--- src/hw/rrf_map.vh ---
/*
  constants of the remote reset and fault handling block: apb map,
  modbus codes, times and state codes.
  assumes it is included by bare name from the rrf design files.
*/
`ifndef RRF_MAP_VH
`define RRF_MAP_VH
////////////////////////////////////////////////////////////////////////
// timing
`define RRF_CLK_HZ 100000000
`define RRF_CYC_PER_MS (`RRF_CLK_HZ / 1000)
`define RRF_PULSE_MIN_MS 500
`define RRF_PULSE_MAX_MS 3000
`define RRF_BLINK_MS 250
`define RRF_SELFTEST_CYC 5'h10
////////////////////////////////////////////////////////////////////////
// apb register byte offsets
`define RRF_A_CTRL 8'h00
`define RRF_A_STATUS 8'h04
`define RRF_A_CAUSE 8'h08
`define RRF_A_LOGCNT 8'h0C
`define RRF_A_LOGIDX 8'h10
`define RRF_A_LOGDAT 8'h14
`define RRF_A_CLEAR 8'h18
// field positions
`define RRF_B_RUN 0
`define RRF_B_REFUSED 4
`define RRF_B_NONREC 5
`define RRF_B_RSTFLT 6
`define RRF_B_RECANY 7
`define RRF_B_RECVEC 8
////////////////////////////////////////////////////////////////////////
// modbus
`define RRF_NODE 8'h01
`define RRF_FC_RD_COIL 8'h01
`define RRF_FC_RD_HOLD 8'h03
`define RRF_FC_WR_COIL 8'h05
`define RRF_COIL_ON 16'hFF00
`define RRF_COIL_OFF 16'h0000
`define RRF_COIL_RESET 16'h0000
`define RRF_COIL_LAST 16'h01FF
`define RRF_COIL_CPU 16'h0108
`define RRF_COIL_OUT 16'h010A
`define RRF_COIL_PWR 16'h010B
`define RRF_HOLD_LOG 16'h0350
////////////////////////////////////////////////////////////////////////
// nonrecoverable cause bits
`define RRF_NC_W 4
`define RRF_NC_TEST 0
`define RRF_NC_CPU 1
`define RRF_NC_PWR 2
`define RRF_NC_OUT 3
////////////////////////////////////////////////////////////////////////
// states, one-hot
`define RRF_S_INIT 4'h1
`define RRF_S_RUN 4'h2
`define RRF_S_PROG 4'h4
`define RRF_S_FAULT 4'h8
`endif

--- src/hw/rrf_fault_log.v ---
/*
  circular log of recent nonrecoverable fault entries.
  assumes one write pulse per event and a read index from the owner.
*/
`timescale 1ns/100ps
`default_nettype none
module rrf_fault_log #(
  parameter DEPTH = 12,
  parameter AW = 4,
  parameter DW = 16
) (
  input wire i_clk,
  input wire i_arst_n,
  input wire i_ce,
  input wire i_wr,
  input wire [DW-1:0] i_wdata,
  input wire [AW-1:0] i_ridx,
  output reg [DW-1:0] o_rdata,
  output reg [AW-1:0] o_count
);
  reg [DW-1:0] mem [0:DEPTH-1];
  reg [AW-1:0] wptr;
  reg [AW-1:0] pos;
  integer k;
  ////////////////////////////////////////////////////////////////////
  // index 0 is the newest entry
  always @* begin
    if (wptr > i_ridx) begin
      pos = wptr - i_ridx - {{(AW-1){1'b0}}, 1'b1};
    end else begin
      pos = wptr + DEPTH[AW-1:0] - i_ridx - {{(AW-1){1'b0}}, 1'b1};
    end
  end
  always @(posedge i_clk or negedge i_arst_n) begin
    if (!i_arst_n) begin
      wptr <= {AW{1'b0}};
      o_count <= {AW{1'b0}};
      o_rdata <= {DW{1'b0}};
      for (k = 0; k < DEPTH; k = k + 1) begin
        mem[k] <= {DW{1'b0}};
      end
    end else if (i_ce) begin
      if (i_wr) begin
        mem[wptr] <= i_wdata;
        if (wptr == DEPTH[AW-1:0] - {{(AW-1){1'b0}}, 1'b1}) begin
          wptr <= {AW{1'b0}};
        end else begin
          wptr <= wptr + {{(AW-1){1'b0}}, 1'b1};
        end
        if (o_count != DEPTH[AW-1:0]) begin
          o_count <= o_count + {{(AW-1){1'b0}}, 1'b1};
        end
      end
      if (i_ridx < o_count) begin
        o_rdata <= mem[pos];
      end else begin
        o_rdata <= {DW{1'b0}};
      end
    end
  end
endmodule
`default_nettype wire

--- src/hw/rrf_pulse_win.v ---
/*
  measures how long a level stays high and judges each high pulse
  against a min/max window on its fall.
  assumes level comes from logic on the same clock.
*/
`timescale 1ns/100ps
`default_nettype none
module rrf_pulse_win #(
  parameter W = 32,
  parameter [W-1:0] MIN_CYC = 32'd50000000,
  parameter [W-1:0] MAX_CYC = 32'd300000000
) (
  input wire i_clk,
  input wire i_arst_n,
  input wire i_ce,
  input wire i_level,
  output reg o_accept,
  output reg o_too_long
);
  reg prev;
  reg [W-1:0] cnt;
  ////////////////////////////////////////////////////////////////////
  always @(posedge i_clk or negedge i_arst_n) begin
    if (!i_arst_n) begin
      prev <= 1'b0;
      cnt <= {W{1'b0}};
      o_accept <= 1'b0;
      o_too_long <= 1'b0;
    end else if (i_ce) begin
      prev <= i_level;
      o_accept <= 1'b0;
      if (i_level && !prev) begin
        cnt <= {{(W-1){1'b0}}, 1'b1};
      end else if (i_level && cnt <= MAX_CYC) begin
        cnt <= cnt + {{(W-1){1'b0}}, 1'b1};
      end
      if (!i_level && prev) begin
        o_accept <= (cnt >= MIN_CYC) && (cnt <= MAX_CYC);
      end
      o_too_long <= i_level && (cnt > MAX_CYC);
    end
  end
endmodule
`default_nettype wire

--- src/hw/rrf_top.v ---
/*
  remote reset and fault handling of a safety relay: reset coil pulse
  check, fault classes, modes, indicator, fault log, apb registers.
  assumes decoded modbus requests on i_clk; fault and channel inputs are
  pins and get synchronised here.
*/
// Notes on behaviour
// - reset only on 0-1-0 pulse in window
// - answer only node address 1
// - faults split recoverable/nonrecoverable; recoverable self-clear
// - clear recoverable after cause gone, input cycled
// - recoverable fault drops only its own output
// - channel, reset and sequence faults are recoverable; code has no sequence fault, only channel (rec_latch) and reset (rst_fault)
// - nonrecoverable holds until power-up self-test
// - cpu async, supply drop, output trip: nonrecoverable
// - led flashes recoverable, steady nonrecoverable
// - nonrecoverable forces program mode, refuses changes
// - recoverable fault still allows program mode
// - keep readable log of nonrecoverable faults
// - reset fault when coil high over 3000 ms
// - coils 1..512, log as 16-bit holding registers; code serves only the log count, at holding register 0x0350
`include "rrf_map.vh"
`timescale 1ns/100ps
`default_nettype none
module rrf_top #(
  parameter NCH = 4,
  parameter [31:0] PULSE_MIN_CYC = `RRF_PULSE_MIN_MS * `RRF_CYC_PER_MS,
  parameter [31:0] PULSE_MAX_CYC = `RRF_PULSE_MAX_MS * `RRF_CYC_PER_MS,
  parameter [31:0] BLINK_CYC = `RRF_BLINK_MS * `RRF_CYC_PER_MS,
  parameter LOG_DEPTH = 12
) (
  input wire i_clk,
  input wire i_arst_n,
  input wire i_ce,
  input wire i_psel,
  input wire i_penable,
  input wire i_pwrite,
  input wire [7:0] i_paddr,
  input wire [31:0] i_pwdata,
  output reg [31:0] o_prdata,
  output reg o_pready,
  output reg o_pslverr,
  input wire i_mb_valid,
  input wire [7:0] i_mb_node,
  input wire [7:0] i_mb_func,
  input wire [15:0] i_mb_addr,
  input wire [15:0] i_mb_wdata,
  output reg o_mb_resp,
  output reg o_mb_exc,
  output reg [15:0] o_mb_rdata,
  input wire [NCH-1:0] i_chan_in,
  input wire [NCH-1:0] i_rec_cause,
  input wire i_cpu_async,
  input wire i_supply_drop,
  input wire i_out_trip,
  input wire i_selftest_fail,
  output reg [NCH-1:0] o_safe_out,
  output reg o_fault_led,
  output reg o_run_mode,
  output reg o_nonrec,
  output reg o_reset_exec
);
  localparam SW = 2 * NCH + 4;
  localparam [3:0] S_INIT = `RRF_S_INIT;
  localparam [3:0] S_RUN = `RRF_S_RUN;
  localparam [3:0] S_PROG = `RRF_S_PROG;
  localparam [3:0] S_FAULT = `RRF_S_FAULT;
  ////////////////////////////////////////////////////////////////////
  reg [SW-1:0] sync1, sync2;
  wire [NCH-1:0] chan = sync2[NCH-1:0];
  wire [NCH-1:0] cause = sync2[2*NCH-1:NCH];
  wire cpu_async = sync2[2*NCH];
  wire supply_drop = sync2[2*NCH+1];
  wire out_trip = sync2[2*NCH+2];
  wire test_fail = sync2[2*NCH+3];
  always @(posedge i_clk or negedge i_arst_n) begin
    if (!i_arst_n) begin
      sync1 <= {SW{1'b0}};
      sync2 <= {SW{1'b0}};
    end else if (i_ce) begin
      sync1 <= {i_selftest_fail, i_out_trip, i_supply_drop, i_cpu_async,
                i_rec_cause, i_chan_in};
      sync2 <= sync1;
    end
  end
  ////////////////////////////////////////////////////////////////////
  function reg_hit;
    input [7:0] addr;
    input [7:0] off;
    begin
      reg_hit = (addr == off);
    end
  endfunction
  function [15:0] mb_bit;
    input b;
    begin
      mb_bit = {15'h0000, b};
    end
  endfunction
  ////////////////////////////////////////////////////////////////////
  reg [3:0] state, next_state;
  reg [4:0] test_cnt;
  reg [`RRF_NC_W-1:0] nc_cause, next_nc;
  reg [NCH-1:0] rec_latch, seen_off;
  reg reset_coil, rst_fault, refused, blink_phase;
  reg [3:0] log_idx;
  reg [31:0] blink_cnt;
  wire pulse_ok, pulse_long;
  wire [15:0] log_rdata;
  wire [3:0] log_count;
  wire nonrec = |nc_cause;
  wire rec_any = (|rec_latch) | rst_fault;
  wire apb_wr = i_psel && i_penable && o_pready && i_pwrite;
  wire mode_wr = apb_wr && reg_hit(i_paddr, `RRF_A_CTRL);
  wire want_run = i_pwdata[`RRF_B_RUN];
  wire mb_me = i_mb_valid && (i_mb_node == `RRF_NODE);
  wire coil_wr = mb_me && (i_mb_func == `RRF_FC_WR_COIL) &&
                 (i_mb_addr == `RRF_COIL_RESET);
  wire [`RRF_NC_W-1:0] nc_new = next_nc & ~nc_cause;
  wire coil_val = (i_mb_addr == `RRF_COIL_RESET) ? reset_coil :
                  (i_mb_addr == `RRF_COIL_CPU) ? nc_cause[`RRF_NC_CPU] :
                  (i_mb_addr == `RRF_COIL_OUT) ? nc_cause[`RRF_NC_OUT] :
                  (i_mb_addr == `RRF_COIL_PWR) && nc_cause[`RRF_NC_PWR];
  ////////////////////////////////////////////////////////////////////
  always @* begin
    next_nc = nc_cause;
    next_nc[`RRF_NC_CPU] = nc_cause[`RRF_NC_CPU] | cpu_async;
    next_nc[`RRF_NC_PWR] = nc_cause[`RRF_NC_PWR] | supply_drop;
    next_nc[`RRF_NC_OUT] = nc_cause[`RRF_NC_OUT] | out_trip;
    if (state == S_INIT && test_cnt == 5'd0) begin
      next_nc[`RRF_NC_TEST] = nc_cause[`RRF_NC_TEST] | test_fail;
    end
  end
  ////////////////////////////////////////////////////////////////////
  always @* begin
    next_state = state;
    case (state)
      S_INIT: begin
        if (test_cnt == 5'd0) begin
          next_state = (|next_nc) ? S_FAULT : S_RUN;
        end
      end
      S_RUN, S_PROG: begin
        if (|next_nc) begin
          next_state = S_FAULT;
        end else if (mode_wr) begin
          next_state = want_run ? S_RUN : S_PROG;
        end
      end
      S_FAULT: begin
        next_state = S_FAULT;
      end
      default: begin
        next_state = S_FAULT;
      end
    endcase
  end
  always @(posedge i_clk or negedge i_arst_n) begin
    if (!i_arst_n) begin
      state <= S_INIT;
      test_cnt <= `RRF_SELFTEST_CYC;
      nc_cause <= {`RRF_NC_W{1'b0}};
      refused <= 1'b0;
    end else if (i_ce) begin
      state <= next_state;
      nc_cause <= next_nc;
      if (state == S_INIT && test_cnt != 5'd0) begin
        test_cnt <= test_cnt - 5'd1;
      end
      if (mode_wr && state == S_FAULT) begin
        refused <= 1'b1;
      end else if (apb_wr && reg_hit(i_paddr, `RRF_A_CLEAR) &&
                   i_pwdata[`RRF_B_REFUSED]) begin
        refused <= 1'b0;
      end
    end
  end
  ////////////////////////////////////////////////////////////////////
  always @(posedge i_clk or negedge i_arst_n) begin
    if (!i_arst_n) begin
      rec_latch <= {NCH{1'b0}};
      seen_off <= {NCH{1'b0}};
    end else if (i_ce) begin
      rec_latch <= cause | (rec_latch & ~(seen_off & chan));
      seen_off <= rec_latch & ~cause & (seen_off | ~chan) &
                  ~(seen_off & chan);
    end
  end
  ////////////////////////////////////////////////////////////////////
  always @(posedge i_clk or negedge i_arst_n) begin
    if (!i_arst_n) begin
      reset_coil <= 1'b0;
      rst_fault <= 1'b0;
    end else if (i_ce) begin
      if (coil_wr && i_mb_wdata == `RRF_COIL_ON) begin
        reset_coil <= 1'b1;
      end else if (coil_wr && i_mb_wdata == `RRF_COIL_OFF) begin
        reset_coil <= 1'b0;
      end
      rst_fault <= pulse_long | (rst_fault & reset_coil);
    end
  end
  rrf_pulse_win #(
    .W(32),
    .MIN_CYC(PULSE_MIN_CYC),
    .MAX_CYC(PULSE_MAX_CYC)
  ) u_pulse (
    .i_clk(i_clk),
    .i_arst_n(i_arst_n),
    .i_ce(i_ce),
    .i_level(reset_coil),
    .o_accept(pulse_ok),
    .o_too_long(pulse_long)
  );
  ////////////////////////////////////////////////////////////////////
  rrf_fault_log #(
    .DEPTH(LOG_DEPTH),
    .AW(4),
    .DW(16)
  ) u_log (
    .i_clk(i_clk),
    .i_arst_n(i_arst_n),
    .i_ce(i_ce),
    .i_wr(|nc_new),
    .i_wdata({12'h000, nc_new}),
    .i_ridx(log_idx),
    .o_rdata(log_rdata),
    .o_count(log_count)
  );
  ////////////////////////////////////////////////////////////////////
  always @(posedge i_clk or negedge i_arst_n) begin
    if (!i_arst_n) begin
      blink_cnt <= 32'h00000000;
      blink_phase <= 1'b0;
      o_fault_led <= 1'b0;
      o_safe_out <= {NCH{1'b0}};
      o_run_mode <= 1'b0;
      o_nonrec <= 1'b0;
      o_reset_exec <= 1'b0;
    end else if (i_ce) begin
      if (blink_cnt >= BLINK_CYC - 32'h00000001) begin
        blink_cnt <= 32'h00000000;
        blink_phase <= ~blink_phase;
      end else begin
        blink_cnt <= blink_cnt + 32'h00000001;
      end
      o_fault_led <= nonrec | (rec_any & blink_phase);
      o_safe_out <= (state == S_RUN && !nonrec) ?
                    (chan & ~rec_latch & ~cause) : {NCH{1'b0}};
      o_run_mode <= (state == S_RUN);
      o_nonrec <= nonrec;
      o_reset_exec <= pulse_ok && !nonrec && !rst_fault &&
                      (state != S_INIT);
    end
  end
  ////////////////////////////////////////////////////////////////////
  always @(posedge i_clk or negedge i_arst_n) begin
    if (!i_arst_n) begin
      o_mb_resp <= 1'b0;
      o_mb_exc <= 1'b0;
      o_mb_rdata <= 16'h0000;
    end else if (i_ce) begin
      o_mb_resp <= mb_me;
      o_mb_exc <= 1'b0;
      o_mb_rdata <= 16'h0000;
      if (mb_me) begin
        case (i_mb_func)
          `RRF_FC_RD_COIL: begin
            o_mb_exc <= (i_mb_addr > `RRF_COIL_LAST);
            o_mb_rdata <= mb_bit(coil_val);
          end
          `RRF_FC_RD_HOLD: begin
            if (i_mb_addr == `RRF_HOLD_LOG) begin
              o_mb_rdata <= {12'h000, log_count};
            end else begin
              o_mb_exc <= 1'b1;
            end
          end
          `RRF_FC_WR_COIL: begin
            o_mb_exc <= (i_mb_addr > `RRF_COIL_LAST);
            o_mb_rdata <= i_mb_wdata;
          end
          default: begin
            o_mb_exc <= 1'b1;
          end
        endcase
      end
    end
  end
  ////////////////////////////////////////////////////////////////////
  wire apb_setup = i_psel && !i_penable;
  wire known = (i_paddr[1:0] == 2'b00) && (i_paddr <= `RRF_A_CLEAR);
  reg [31:0] rd_mux;
  always @* begin
    rd_mux = 32'h00000000;
    if (reg_hit(i_paddr, `RRF_A_CTRL)) begin
      rd_mux[`RRF_B_RUN] = (state == S_RUN);
    end else if (reg_hit(i_paddr, `RRF_A_STATUS)) begin
      rd_mux[3:0] = state;
      rd_mux[`RRF_B_REFUSED] = refused;
      rd_mux[`RRF_B_NONREC] = nonrec;
      rd_mux[`RRF_B_RSTFLT] = rst_fault;
      rd_mux[`RRF_B_RECANY] = rec_any;
      rd_mux[`RRF_B_RECVEC +: NCH] = rec_latch;
    end else if (reg_hit(i_paddr, `RRF_A_CAUSE)) begin
      rd_mux[`RRF_NC_W-1:0] = nc_cause;
    end else if (reg_hit(i_paddr, `RRF_A_LOGCNT)) begin
      rd_mux[3:0] = log_count;
    end else if (reg_hit(i_paddr, `RRF_A_LOGIDX)) begin
      rd_mux[3:0] = log_idx;
    end else if (reg_hit(i_paddr, `RRF_A_LOGDAT)) begin
      rd_mux[15:0] = log_rdata;
    end
  end
  always @(posedge i_clk or negedge i_arst_n) begin
    if (!i_arst_n) begin
      o_pready <= 1'b0;
      o_pslverr <= 1'b0;
      o_prdata <= 32'h00000000;
      log_idx <= 4'h0;
    end else if (i_ce) begin
      o_pready <= apb_setup;
      o_pslverr <= apb_setup && !known;
      if (apb_setup && !i_pwrite) begin
        o_prdata <= rd_mux;
      end
      if (apb_wr && reg_hit(i_paddr, `RRF_A_LOGIDX)) begin
        log_idx <= i_pwdata[3:0];
      end
    end
  end
endmodule
`default_nettype wire
--- config.mk ---
export PLATFORM = sky130hd
export DESIGN_NAME = rrf_top
export DESIGN_NICKNAME = d
export VERILOG_FILES = /design/src/hw/rrf_fault_log.v /design/src/hw/rrf_pulse_win.v /design/src/hw/rrf_top.v
export VERILOG_INCLUDE_DIRS = /design/src /design/src/hw
export SDC_FILE = /design/constraint.sdc
export NUM_CORES = 1
export LEC_CHECK = 0
export BUFFER_PORTS_ARGS = -buffer_cell sky130_fd_sc_hd__buf_2
export CAP_MARGIN = 0
export CORE_MARGIN = 1
export CORE_UTILIZATION = 30
export DETAILED_ROUTE_END_ITERATION = 10
export SKIP_CTS_REPAIR_TIMING = 1
export SYNTH_ARGS = -nofsm -noshare
export SYNTH_HDL_FRONTEND = slang
export SYNTH_SLANG_ARGS = --single-unit
export TNS_END_PERCENT = 50
--- constraint.sdc ---
create_clock -name i_clk -period 2.9 [get_ports i_clk]
set_clock_uncertainty 0.15 [all_clocks]
set_input_delay 0.29 -clock i_clk [delete_from_list [all_inputs] [get_ports i_clk]]
set_output_delay 0.29 -clock i_clk [all_outputs]
set_load 0.02 [all_outputs]
==> out/results.tsv <==
metric	value	unit
syn_area	0.0108	mm²
viasPerCell	4.91	
cellLeakagePower	0.00606	µW
io_buffers	123	
io-pin-count	167	
critPathLaunchType	flip-flop	
cp_slowest_cell	or4b_2	
avgSynthCellArea	10.4	µm²
initial_core_util	30.8	%
r2r_end	u_log.o_rdata[0]	
hold_ws	-0.0170	ns
dr.pass1.iters	5	
fp.dieH	191	µm
path_cells	inv_2 > ha_4 > ha_2 > fa_1 > xor2_1 > mux2i_1 > xnor2_2 > or4b_2 > o221ai_2	
gp_congestion	0.792	
htreeDepth	1	
status	finished, violations left	
drive_gt1_share	22.6	%
antennaDiodeCount	0	
grt_pass1_vias	7987	
synth-main-ff-cell	dfrtp_1	
hold_viol	2	
grt.overflow.total	0	
crit_type	reg2reg	
die_x	191	µm
power.density	607	mW/mm²
cp_slowest_stage_delay	0.65	ns
rsz0062_at_grt	false	
r2r_slack	0.14	ns
grt_max_degree	81	
yosys.area.top_type	dfrtp_1	
fin_nets	1354	
vias	8326	
seq_area_frac_synth	51.4	%
cp_max_fo	7	
fmax	362	MHz
synth_top_area_share	50.9	%
slew_violations	0	
holdPathStages	3	
maxCapViolCount	0	
rows	68	
max_slew_margin	56.2	%
ir_drop	437	µV
hp-class	in2reg	
dp_hpwl	18900	µm
arrival	3.04	ns
ys_top_cells_by_area	dfrtp_1 (51%), nand2_1 (4.0%), o21ai_0 (3.7%)	
total_power	8070	µW
cts_buffer_depth	3	
r2r-start	log_idx[1]	
routed_wirelength	26500	µm
fin_crit_sh	95.3	%
grt_pass1_wl	42000	µm
synth-edff-count	0	
endpoint_kind	flip-flop	
synth_cell_type_count	71	
setup_viol	0	
core	0.0349	mm²
async_flop_share	100	%
ys_seq_elements	221	
antenna_found_initial	0	
worst_pin_slew	0.655	ns
clk_pin_slew	0.06	ns
crit_end	u_log.o_rdata[0]	
cts_tree	done	
drtIter0Drc	440	
violations	hold timing	
synth_cells	1032	
cp-startpoint	log_idx[1]	
r2r_cells	9	
routedWlPerCell	15.6	µm
cts-buffers-inserted	25	
clk_root_buffer_cell	clkbuf_16	
area_growth_syn_to_layout	23.6	%
postRouteAntennaNets	0	
drc	0	
fp.dieArea	0.0366	mm²
ys.warnings.count	0	
clkSinkCount	221	
clk_latency	0.52	ns
post-route-min-period	2.76	ns
crit_required	3.18	ns
grt_use_total	14.3	%
[cells by family (layout without fill, tap and decap cells)]
kind of cell / Yosys count / count (layout) / synth area share [%]
XOR/XNOR: 62 / 62 / 5.05
adder cells (fa/ha/maj): 24 / 24 / 3.00
buffers and inverters: 94 / 286 / 3.98
flip-flops: 221 / 221 / 51.4
AO/OA/AOI/OAI: 186 / 186 / 11.6
AND/OR/NAND/NOR: 392 / 392 / 18.3
multiplexers: 52 / 52 / 6.60
other: 1 / 16 / 0.0349
[final cells by class]
cell class                 instances  area (µm²)
clock buffer                      28         647
sequential                       221        5530
timing repair buffer             204        1340
tap                              455         569
multi-input combinational        732        4900
clock inverter                    15         166
inverter                          39         146
fill                            3402       21600
[cell usage after synthesis, types with 6 or more instances]
master and n:
mux4_2 12, xor2_1 44, nand4_1 30, or4_1 6, dfrtp_1 219, nand3_1 38, inv_1 39, xnor2_1 18
buf_4 19, ha_1 21, nor3_1 21, mux2i_1 9, nand2b_1 7, nor4_1 18, and3_1 13, nor2b_1 7
o21ai_0 80, o31ai_1 6, nor2_1 96, o2bb2ai_1 8, clkbuf_1 29, a22o_1 22, nand2_1 114, mux2_2 31
a21oi_1 17
[power breakdown]
part | switching, µW | internal [µW] | total [µW]
Combinational | 784 | 653 | 1440
Sequential | 203 | 3300 | 3500
Clock | 1260 | 1870 | 3130
Total | 2250 | 5820 | 8070
[worst min-delay path by stage]
stage | from | endpoint
after global routing | i_ce | blink_cnt[1]
after detailed placement | i_arst_n | u_log.mem[34]
after CTS | i_arst_n | o_mb_rdata[12]
after global placement | i_arst_n | u_log.mem[34]
after floorplan | i_arst_n | blink_cnt[0]
final | i_mb_func[1] | o_mb_rdata[0]
[stage by stage]
stage	area [µm²]	setup TNS, ns	setup WS [ns]	instances	util, %
final	13300	0	0.137	1694	38.1
after global routing	13300	0	0.00242	1694	38.1
after CTS	12900	-0.00287	-0.00287	1657	36.9
after detailed placement	12100	0	0.0136	1614	34.6
after global placement	12100	0	0.0330	1614	34.6
after floorplan	10800	0	0.100	1047	-
[registers in the layout, summed over array words and instances (netlist names), 4 cells and up]
signal,flops
u_log.mem,48
blink_cnt,32
u_pulse.cnt,32
o_mb_rdata,16
o_prdata,13
sync1,12
sync2,12
test_cnt,5
log_idx,4
nc_cause,4
o_safe_out,4
rec_latch,4
seen_off,4
state,4
u_log.o_count,4
u_log.o_rdata,4
u_log.wptr,4
[critical path, delay by kind of cell, from the launching register on]
kind,cells,cell delay [ns]
muxes,1,0.22
DFF,1,0.38
and+or+nand+nor,1,0.65
xor gates and xnor gates,2,0.34
buffers and inverters,1,0.10
adders and majority gates,3,0.76
AOI/OAI and AO/OA,1,0.08
[placed cells by master, fill, tap and decap left out, types with 7 or more instances in the layout]
master         Yosys  layout
xnor2_1           18      17
o21ai_0           80      80
clkbuf_16          0      25
mux4_2            12      12
inv_1             39      38
a22o_1            22      22
nor4_1            18      18
buf_4             19      44
xor2_1            44      44
dlygate4sd3_1      0      36
conb_1             1      16
nor3_1            21      21
nor2b_1            7       7
nand2b_1           7       7
nand4_1           30      30
mux2i_1            9       9
mux2_2            31      31
nand3_1           38      37
nor2_1            96      95
dfrtp_1          219     219
a21oi_1           17      17
clkinv_2           0       7
nand2_1          114     114
ha_1              21      19
buf_2              3     122
and3_1            13      13
o2bb2ai_1          8       8
[per-layer routing]
layer  up-vias  track usage [%]  wire, µm
li1       4027                -         -
met1      4112             18.6     11900
met2       147             24.6     13200
met3        40             2.24       879
met4         0             3.48       559
met5         -                0         0
No activity file was read; power rests on OpenSTA's default activity.
